<file path="config.mk">
export PLATFORM = sky130hd
export DESIGN_NAME = sbcj_unit
export DESIGN_NICKNAME = d
export VERILOG_FILES = /design/src/design/sbcj_pkg.sv /design/src/design/sbcj_fetch_if.sv /design/src/design/sbcj_decode.sv /design/src/design/sbcj_unit.sv
export VERILOG_INCLUDE_DIRS = /design/src /design/src/design
export SDC_FILE = /design/constraint.sdc
export NUM_CORES = 1
export LEC_CHECK = 0
export BUFFER_PORTS_ARGS = -buffer_cell sky130_fd_sc_hd__buf_2
export CORE_AREA = 2 2 123 101
export DETAILED_ROUTE_END_ITERATION = 7
export DIE_AREA = 0 0 125 103
export PLACE_DENSITY = 0.86
export SLEW_MARGIN = 20
export SYNTH_ARGS = -nofsm -noshare
export SYNTH_HDL_FRONTEND = slang
export SYNTH_SLANG_ARGS = --single-unit
</file>
<file path="constraint.sdc">
create_clock -name mclk -period 10.3 [get_ports mclk]
set_input_delay 2.06 -clock mclk [delete_from_list [all_inputs] [get_ports mclk]]
set_output_delay 2.06 -clock mclk [all_outputs]
set_load 0.03 [all_outputs]
</file>
<file path="src/design/sbcj_regs.svh">
`ifndef SBCJ_REGS_SVH
`define SBCJ_REGS_SVH
// Function
// RULE1: Signed ge branch taken when N equals overflow
// RULE2: Signed lt branch taken when N differs overflow
// RULE3: Signed le taken on zero or N differs
// RULE4: Acc-zero branch on all-clear accumulator, unmodified
// RULE5: Relative branch: PC plus 2, add displacement
// RULE6: Signed ge opcode is 58h plus displacement
// RULE7: Signed lt opcode is 48h plus displacement
// RULE8: Acc-zero branch opcode is 60h plus displacement
// RULE9: Binary mode needs escape for signed branches
// RULE10: Call pushes PC plus three, low first
// RULE11: Stack pointer pre-incremented per byte, ends +2
// RULE12: Direct call target high then low byte
// RULE13: Direct targets keep upper PC bits
// RULE14: Direct call opcode is 12h, high, low
// RULE15: Indirect call shares pushes, ends nibble 0100
// RULE16: Direct jump loads PC from bytes two, three
// RULE17: Direct jump opcode 02h, never escaped
// RULE18: Indirect jump 89h, register, 0100, loads PC
// RULE19: Acc-zero branch and direct call never escaped
// RULE20: No flag modified by this group
`define SBCJ_OP_ESC       8'ha5
`define SBCJ_OP_SGE       8'h58
`define SBCJ_OP_SLT       8'h48
`define SBCJ_OP_SLE       8'h08
`define SBCJ_OP_AZ        8'h60
`define SBCJ_OP_LONG_SUBROUTINE_CALL     8'h12
`define SBCJ_OP_LONG_UNCONDITIONAL_JUMP      8'h02
`define SBCJ_OP_ICALL     8'h99
`define SBCJ_OP_IJMP      8'h89
`define SBCJ_IND_NIB      4'h4
`define SBCJ_REL_LEN      24'h000002
`define SBCJ_CALL_LEN     24'h000003
`define SBCJ_IND_LEN_SRC  24'h000002
`define SBCJ_IND_LEN_BIN  24'h000003
`define SBCJ_PC_RESET     24'hff0000
`define SBCJ_SP_RESET     8'h07
`endif

</file>
<file path="src/design/sbcj_pkg.sv">
package sbcj_pkg;
  typedef enum logic [6:0] {
    SBCJ_IDLE  = 7'b0000001,
    SBCJ_OPC   = 7'b0000010,
    SBCJ_BYTE1 = 7'b0000100,
    SBCJ_BYTE2 = 7'b0001000,
    SBCJ_PUSHL = 7'b0010000,
    SBCJ_PUSHH = 7'b0100000,
    SBCJ_DONE  = 7'b1000000
  } sbcj_state_t;
  typedef enum logic [3:0] {
    SBCJ_K_NONE, SBCJ_K_SGE, SBCJ_K_SLT, SBCJ_K_SLE, SBCJ_K_AZ,
    SBCJ_K_LONG_SUBROUTINE_CALL, SBCJ_K_LONG_UNCONDITIONAL_JUMP, SBCJ_K_ICALL, SBCJ_K_IJMP
  } sbcj_kind_t;
endpackage

</file>
<file path="src/design/sbcj_fetch_if.sv">
interface sbcj_fetch_if;
  import sbcj_pkg::*;
  logic       byteValid;
  logic [7:0] byteData;
  logic       byteTake;
  logic       opValid;
  sbcj_kind_t opKind;
  logic       opEscaped;
  logic [3:0] opReg;
  modport decoder (input byteValid, input byteData, output byteTake, output opValid, output opKind,
                   output opEscaped, output opReg);
  modport core (output byteValid, output byteData, input byteTake, input opValid, input opKind,
                input opEscaped, input opReg);
endinterface

</file>
<file path="src/design/sbcj_decode.sv">
`include "sbcj_regs.svh"
module sbcj_decode (
  input  wire logic               binaryMode,
  sbcj_fetch_if.decoder           fif
);
  import sbcj_pkg::*;
  logic esc;
  logic [7:0] op;
  assign esc = fif.byteValid && fif.byteData == `SBCJ_OP_ESC;
  assign op  = fif.byteData;
  assign fif.byteTake = fif.byteValid;
  assign fif.opEscaped = 1'b0;
  assign fif.opReg = 4'h0;
  // Combinational opcode classification; escState comes from core via opEscaped-less path
  always_comb begin
    fif.opKind  = SBCJ_K_NONE;
    fif.opValid = fif.byteValid && !esc;
    case (op)
      `SBCJ_OP_SGE:   fif.opKind = SBCJ_K_SGE;   // see RULE6
      `SBCJ_OP_SLT:   fif.opKind = SBCJ_K_SLT;   // see RULE7
      `SBCJ_OP_SLE:   fif.opKind = SBCJ_K_SLE;
      `SBCJ_OP_AZ:    fif.opKind = SBCJ_K_AZ;    // see RULE8
      `SBCJ_OP_LONG_SUBROUTINE_CALL: fif.opKind = SBCJ_K_LONG_SUBROUTINE_CALL; // see RULE14
      `SBCJ_OP_LONG_UNCONDITIONAL_JUMP:  fif.opKind = SBCJ_K_LONG_UNCONDITIONAL_JUMP;  // see RULE17
      `SBCJ_OP_ICALL: fif.opKind = SBCJ_K_ICALL;
      `SBCJ_OP_IJMP:  fif.opKind = SBCJ_K_IJMP;
      default:        fif.opKind = SBCJ_K_NONE;
    endcase
  end
endmodule // sbcj_decode

</file>
<file path="src/design/sbcj_unit.sv">
`include "sbcj_regs.svh"
module sbcj_unit (
  input  wire logic        mclk,
  input  wire logic        rst,
  input  wire logic        binaryMode,
  input  wire logic        codeValid,
  input  wire logic [7:0]  codeByte,
  output logic             codeTake,
  input  wire logic        negFlag,
  input  wire logic        overflowFlag,
  input  wire logic        zeroFlag,
  input  wire logic [7:0]  accValue,
  output logic [15:0]      wordRegSel,
  input  wire logic [15:0] wordRegValue,
  output logic             stackWrite,
  output logic [7:0]       stackAddr,
  output logic [7:0]       stackData,
  output logic [23:0]      pcValue,
  output logic [7:0]       stackPointer,
  output logic             instrDone,
  output logic             branchTaken,
  output logic             illegalOp
);
  import sbcj_pkg::*;

  sbcj_fetch_if fif ();
  sbcj_decode u_decode (
    .binaryMode (binaryMode),
    .fif        (fif)
  );

  sbcj_state_t state_reg;
  sbcj_kind_t  kind_reg;
  logic        escSeen_reg;
  logic [7:0]  byte1_reg;
  logic [23:0] pc_reg;
  logic [23:0] ret_reg;
  logic [7:0]  sp_reg;
  logic        taken_reg;
  logic        illegal_reg;
  logic        done_reg;
  logic        wr_reg;
  logic [7:0]  waddr_reg;
  logic [7:0]  wdata_reg;
  logic [3:0]  reg_reg;
  logic        wantEsc;
  logic        kindOk;
  logic [23:0] nextPc;

  function automatic logic [23:0] sbcjAdd(input logic [23:0] base, input logic [23:0] inc);
    sbcjAdd = base + inc;
  endfunction

  // Branch condition, flags only read: none are written here (see RULE20)
  function automatic logic sbcjCond(input sbcj_kind_t k, input logic n, input logic v,
                                    input logic z, input logic [7:0] a);
    case (k)
      SBCJ_K_SGE: sbcjCond = (n == v);          // see RULE1
      SBCJ_K_SLT: sbcjCond = (n != v);          // see RULE2
      SBCJ_K_SLE: sbcjCond = z || (n != v);     // see RULE3
      SBCJ_K_AZ:  sbcjCond = (a == 8'h00);      // see RULE4
      default:    sbcjCond = 1'b0;
    endcase
  endfunction

  assign fif.byteValid = codeValid && (state_reg == SBCJ_OPC);
  assign fif.byteData  = codeByte;
  assign nextPc        = sbcjAdd(pc_reg, `SBCJ_CALL_LEN);
  assign codeTake = codeValid && (state_reg == SBCJ_OPC || state_reg == SBCJ_BYTE1 || state_reg == SBCJ_BYTE2);

  // Signed branches and indirect forms need the escape in binary mode only
  always_comb begin
    case (fif.opKind)
      SBCJ_K_SGE, SBCJ_K_SLT, SBCJ_K_SLE, SBCJ_K_ICALL, SBCJ_K_IJMP: wantEsc = binaryMode; // see RULE9
      default: wantEsc = 1'b0;                                        // see RULE17, RULE19
    endcase
    kindOk = (fif.opKind != SBCJ_K_NONE) && (wantEsc == escSeen_reg);
  end

  always_ff @(posedge mclk or posedge rst) begin
    if (rst) begin
      state_reg   <= SBCJ_IDLE;
      kind_reg    <= SBCJ_K_NONE;
      escSeen_reg <= 1'b0;
      byte1_reg   <= 8'h00;
      reg_reg     <= 4'h0;
      illegal_reg <= 1'b0;
    end else begin
      illegal_reg <= 1'b0;
      case (state_reg)
        SBCJ_IDLE: state_reg <= SBCJ_OPC;
        SBCJ_OPC: begin
          if (codeValid) begin
            if (codeByte == `SBCJ_OP_ESC && !escSeen_reg) begin
              escSeen_reg <= 1'b1;
            end else if (kindOk) begin
              kind_reg  <= fif.opKind;
              state_reg <= SBCJ_BYTE1;
            end else begin
              escSeen_reg <= 1'b0;
              illegal_reg <= 1'b1;
            end
          end
        end
        SBCJ_BYTE1: begin
          if (codeValid) begin
            byte1_reg <= codeByte;
            reg_reg   <= codeByte[7:4];
            case (kind_reg)
              SBCJ_K_LONG_SUBROUTINE_CALL, SBCJ_K_LONG_UNCONDITIONAL_JUMP: state_reg <= SBCJ_BYTE2;
              SBCJ_K_ICALL: begin
                if (codeByte[3:0] == `SBCJ_IND_NIB) begin // see RULE15
                  state_reg <= SBCJ_PUSHL;
                end else begin
                  illegal_reg <= 1'b1;
                  state_reg   <= SBCJ_DONE;
                end
              end
              SBCJ_K_IJMP: begin
                illegal_reg <= (codeByte[3:0] != `SBCJ_IND_NIB); // see RULE18
                state_reg   <= SBCJ_DONE;
              end
              default: state_reg <= SBCJ_DONE;
            endcase
          end
        end
        SBCJ_BYTE2: begin
          if (codeValid) begin
            state_reg <= (kind_reg == SBCJ_K_LONG_SUBROUTINE_CALL) ? SBCJ_PUSHL : SBCJ_DONE;
          end
        end
        SBCJ_PUSHL: state_reg <= SBCJ_PUSHH;
        SBCJ_PUSHH: state_reg <= SBCJ_DONE;
        SBCJ_DONE: begin
          escSeen_reg <= 1'b0;
          state_reg   <= SBCJ_OPC;
        end
        default: state_reg <= SBCJ_IDLE;
      endcase
    end
  end

  // Program counter and return address
  always_ff @(posedge mclk or posedge rst) begin
    if (rst) begin
      pc_reg    <= `SBCJ_PC_RESET;
      ret_reg   <= 24'h000000;
      taken_reg <= 1'b0;
    end else begin
      taken_reg <= 1'b0;
      if (state_reg == SBCJ_BYTE1 && codeValid) begin
        case (kind_reg)
          SBCJ_K_SGE, SBCJ_K_SLT, SBCJ_K_SLE, SBCJ_K_AZ: begin
            // see RULE5
            if (sbcjCond(kind_reg, negFlag, overflowFlag, zeroFlag, accValue)) begin
              pc_reg    <= sbcjAdd(sbcjAdd(pc_reg, `SBCJ_REL_LEN), {{16{codeByte[7]}}, codeByte});
              taken_reg <= 1'b1;
            end else begin
              pc_reg <= sbcjAdd(pc_reg, `SBCJ_REL_LEN);
            end
          end
          SBCJ_K_ICALL: begin
            ret_reg <= sbcjAdd(pc_reg, escSeen_reg ? `SBCJ_IND_LEN_BIN : `SBCJ_CALL_LEN); // see RULE10
          end
          SBCJ_K_IJMP: begin
            // A refused register byte leaves the counter where it was
            if (codeByte[3:0] == `SBCJ_IND_NIB) begin
              pc_reg    <= {pc_reg[23:16], wordRegValue}; // see RULE18
              taken_reg <= 1'b1;
            end
          end
          default: ;
        endcase
      end
      if (state_reg == SBCJ_BYTE2 && codeValid) begin
        ret_reg   <= nextPc; // see RULE10
        // Upper bits from the next instruction address stay put
        pc_reg    <= {nextPc[23:16], byte1_reg, codeByte}; // see RULE12, RULE13, RULE16
        taken_reg <= 1'b1;
      end
      if (state_reg == SBCJ_PUSHH && kind_reg == SBCJ_K_ICALL) begin
        pc_reg    <= {ret_reg[23:16], wordRegValue};
        taken_reg <= 1'b1;
      end
    end
  end

  // Stack pushes: pre-increment, low byte first
  always_ff @(posedge mclk or posedge rst) begin
    if (rst) begin
      sp_reg    <= `SBCJ_SP_RESET;
      wr_reg    <= 1'b0;
      waddr_reg <= 8'h00;
      wdata_reg <= 8'h00;
    end else begin
      wr_reg <= 1'b0;
      if (state_reg == SBCJ_PUSHL) begin
        sp_reg    <= sp_reg + 8'h01; // see RULE11
        waddr_reg <= sp_reg + 8'h01;
        wdata_reg <= ret_reg[7:0];   // see RULE10
        wr_reg    <= 1'b1;
      end else if (state_reg == SBCJ_PUSHH) begin
        sp_reg    <= sp_reg + 8'h01; // see RULE11
        waddr_reg <= sp_reg + 8'h01;
        wdata_reg <= ret_reg[15:8];
        wr_reg    <= 1'b1;
      end
    end
  end

  always_ff @(posedge mclk or posedge rst) begin
    if (rst) begin
      done_reg <= 1'b0;
    end else begin
      done_reg <= (state_reg == SBCJ_DONE);
    end
  end

  // The indirect jump reads the register in the cycle its field arrives
  assign wordRegSel   = 16'h0001 << ((state_reg == SBCJ_BYTE1) ? codeByte[7:4] : reg_reg);
  assign stackWrite   = wr_reg;
  assign stackAddr    = waddr_reg;
  assign stackData    = wdata_reg;
  assign pcValue      = pc_reg;
  assign stackPointer = sp_reg;
  assign instrDone    = done_reg;
  assign branchTaken  = taken_reg;
  assign illegalOp    = illegal_reg;
endmodule // sbcj_unit

</file>
==> impl_metrics.csv <==
group,metric,value,unit
outcome,status,"finished clean",
synthesis,ys.warnings.count,0,
pwr,p_leak,3.57,nW
synthesis,synth-edff-count,0,
synthesis,synthesis.area,6900,um^2
synthesis,ys_seq_elements,91,
setup_path,critical_path.n_buffers_inverters,3,
die,die_height,103,um
pwr,swShare,35.3,%
synthesis,yosys.area.top_type,"sky130_fd_sc_hd__dfrtp_1",
detailed_routing,drt_pass1_iterations,5,
clock_network,worstSkewPairLatency,0.35,ns
setup_path,cpLargestDelayFamily,"buffers and inverters",
synthesis,synth.net_count,904,
die,fp.coreArea,11800,um^2
global_routing,grt_max_degree,66,
pwr,power.density,133,nW/um^2
pwr,seq_power_share,38.5,%
global_routing,grt_use_total,30.1,%
job,max_cap_viol_count,0,
die,die_width,125,um
die,die_area,12900,um^2
cells_and_area,fin_nets,979,
sta,finalSetupViolCount,0,
clock_network,ctsRootBufferMaster,"sky130_fd_sc_hd__clkbuf_16",
pwr,ir_worst_vdd,0.0000842,V
cells_and_area,nFillCells,993,
synthesis,yosys.cell_types.count,77,
sta,timing_max_transition_violations_final,0,
synthesis,synth_sequential_area_ratio,33.2,%
clock_network,cts_tree,"built",
pwr,cell_internal_pwr,0.667,mW
detailed_routing,drt-initial-drc-count,702,
global_routing,gr-total-overflow,0,
global_routing,grt_pass1_wl,31.0,mm
synthesis,post_synthesis_async_set_or_reset_flop_share,100,%
synthesis,yosysTopAreaCellShare,28.7,%
setup_path,critical_path_arrival,3.43,ns
die,boundaryPins,108,
synthesis,synth.area.top_cells,"sky130_fd_sc_hd__dfrtp_1 (29%), sky130_fd_sc_hd__ha_1 (6.0%), sky130_fd_sc_hd__a21oi_1 (5.7%)",
hold_path,hold_path.class,"reg2reg",
global_routing,antenna_found_initial,0,
detailed_routing,routed_wl,18.9,mm
setup_path,slowest_stage_delay_cp,0.51,ns
synthesis,post-synth-top-count-cell,"sky130_fd_sc_hd__nor2_1",
synthesis,synth_top_cells_by_count,"sky130_fd_sc_hd__nor2_1 (105), sky130_fd_sc_hd__nand2_1 (86), sky130_fd_sc_hd__a21oi_1 (79), sky130_fd_sc_hd__dfrtp_1 (79), sky130_fd_sc_hd__o21ai_0 (46)",
setup_path,worstSetupEndpointType,"output port",
setup_path,critPathRequiredTime,8.24,ns
place,place.gp.congestion,0.965,
clock_network,cts-root-to-sink-buffers,2,
clock_network,clkSinkCount,91,
pwr,power.net_switching,0.364,mW
setup_path,worst_setup_path_start_kind,"primary input",
cells_and_area,synthToLayoutAreaGrowth,12.2,%
detailed_routing,route.detailed.drc,0,
cells_and_area,final_util,65.6,%
die,rows,36,
die,initial_utilization,58.4,%
setup_path,timing.critical_path.mode_cell,"sky130_fd_sc_hd__buf_2",
setup_path,worst_path_max_delay_cell,"sky130_fd_sc_hd__buf_2",
synthesis,synthFlopType,"sky130_fd_sc_hd__dfrtp_1",
sta,max_slew.worst_pin.slew,0.983,ns
cells_and_area,fraction_of_layout_cells_with_a_size_suffix_above_1,19.9,%
place,post-dp-hpwl,14.0,mm
cells_and_area,insertedDiodeCount,0,
clock_network,cts.repair_timing.setup_buffer_count,0,
clock_network,path_clk_slew,0.07,ns
setup_path,crit_chain,"buf_2 > inv_1 > nor3_1 > a31oi_1 > nor2_1 > buf_2",
place,numPortBuffers,107,
sta,max-slew-margin-rel,34.2,%
sta,fin_crit_sh,53.3,%
global_routing,grt_pass1_vias,6031,
sta,timing.fmax,0.182,GHz
sta,setup_tns,0,ns
sta,report.final.hold_viol_count,0,
sta,final.setup.worst_slack,4.81,ns
sta,clock-skew-final,0.00600,ns
place,pre_cts_ws,4.86,ns
clock_network,cts.repair.resized,0,
clock_network,clock_tree.htree_level_count,3,
detailed_routing,dr_total_vias,6593,
clock_network,post_cts_hold_buffer_count,0,
synthesis,post_synthesis_mean_instance_area,8.30,um^2
pwr,power.share.combinational,26.7,%
detailed_routing,routed_via_density,6.20,
clock_network,cts_buffers,9,
setup_path,timing.critical_path.fanout_max,32,
detailed_routing,detail-route-antenna-nets,0,
detailed_routing,detail_route.wl_per_cell,17.8,um
sta,final_period_minus_worst_setup_slack,5.49,ns
setup_path,criticalPathCategory,"in2out",
synthesis,syn_inst,831,
pwr,clockPowerShare,34.9,%
sta,grt_setup_unrepaired,"no",
[layer usage]
metal / GRT usage [%] / vias up / routed length (um)
li1: - / 3136 / -
met1: 45.0 / 3085 / 8530
met2: 45.4 / 346 / 8100
met3: 5.40 / 26 / 2010
met4: 7.78 / 0 / 313
met5: 0 / - / 0
[cells in the final DEF, fill, tap and decap left out, types with 17 or more instances in the layout]
| master | count |
|---|---|
| sky130_fd_sc_hd__xor2_1 | 29 |
| sky130_fd_sc_hd__ha_1 | 33 |
| sky130_fd_sc_hd__nand3_1 | 21 |
| sky130_fd_sc_hd__o21ai_0 | 46 |
| sky130_fd_sc_hd__buf_2 | 107 |
| sky130_fd_sc_hd__dfrtp_1 | 79 |
| sky130_fd_sc_hd__inv_1 | 18 |
| sky130_fd_sc_hd__xnor2_1 | 44 |
| sky130_fd_sc_hd__nor2_1 | 105 |
| sky130_fd_sc_hd__a21oi_1 | 79 |
| sky130_fd_sc_hd__nor3_1 | 17 |
| sky130_fd_sc_hd__nand2_1 | 86 |
[kinds of logic after synthesis]
logic type | share of synthesized area [%]
flip-flops | 33.2
buffers and inverters | 4.84
XOR/XNOR | 9.27
AND/OR/NAND/NOR | 22.9
multiplexers | 3.36
adder cells (fa/ha/maj) | 6.28
AO/OA/AOI/OAI | 20.1
[cell type report]
class	instances	area (um^2)	area share, %
multi-input cells	672	4280	55.4
clock inverters	7	95.1	1.23
inverters	19	72.6	0.938
repair buffers	113	581	7.50
clock buffers	9	225	2.91
well taps	152	190	2.46
flip-flops and latches	91	2290	29.6
[stage by stage]
| step | hold WS (ns) | std cells | total power, mW | cell area, um^2 |
|---|---|---|---|---|
| 6_report | 0.488 | 1063 | 1.03 | 7740 |
| 5_1_grt | 0.503 | 1063 | 1.08 | 7740 |
| 4_1_cts | 0.487 | 1063 | 1.03 | 7740 |
| 3_5_place_dp | 0.474 | 1047 | 0.670 | 7420 |
| 3_3_place_gp | 0.470 | 1047 | 0.665 | 7420 |
| 2_1_floorplan | 0.449 | 831 | 0.598 | 6900 |
[path summary, 6_finish.rpt]
path,start,end,slack [ns],cells after the start
worst min register to register,stackPointer[7],stackPointer[7],0.49,1
worst max-delay path,codeByte[7],wordRegSel[14],4.81,6
max in group asynchronous,rst,ret_reg[16],7.44,3
worst min-delay path,stackPointer[7],stackPointer[7],0.49,1
min in group asynchronous,rst,stackPointer[7],1.70,2
worst max register to register,pcValue[2],pcValue[23],6.17,14
[power by group through the flow]
stage / logic, mW / clock network [mW] / registers (mW)
finish: 0.275 / 0.360 / 0.397
detailed placement: 0.268 / 0 / 0.402
global route: 0.303 / 0.379 / 0.399
global placement: 0.264 / 0 / 0.402
CTS: 0.270 / 0.362 / 0.395
floorplan: 0.202 / 0 / 0.396
Note: power is estimated with default switching activity, not from simulation.
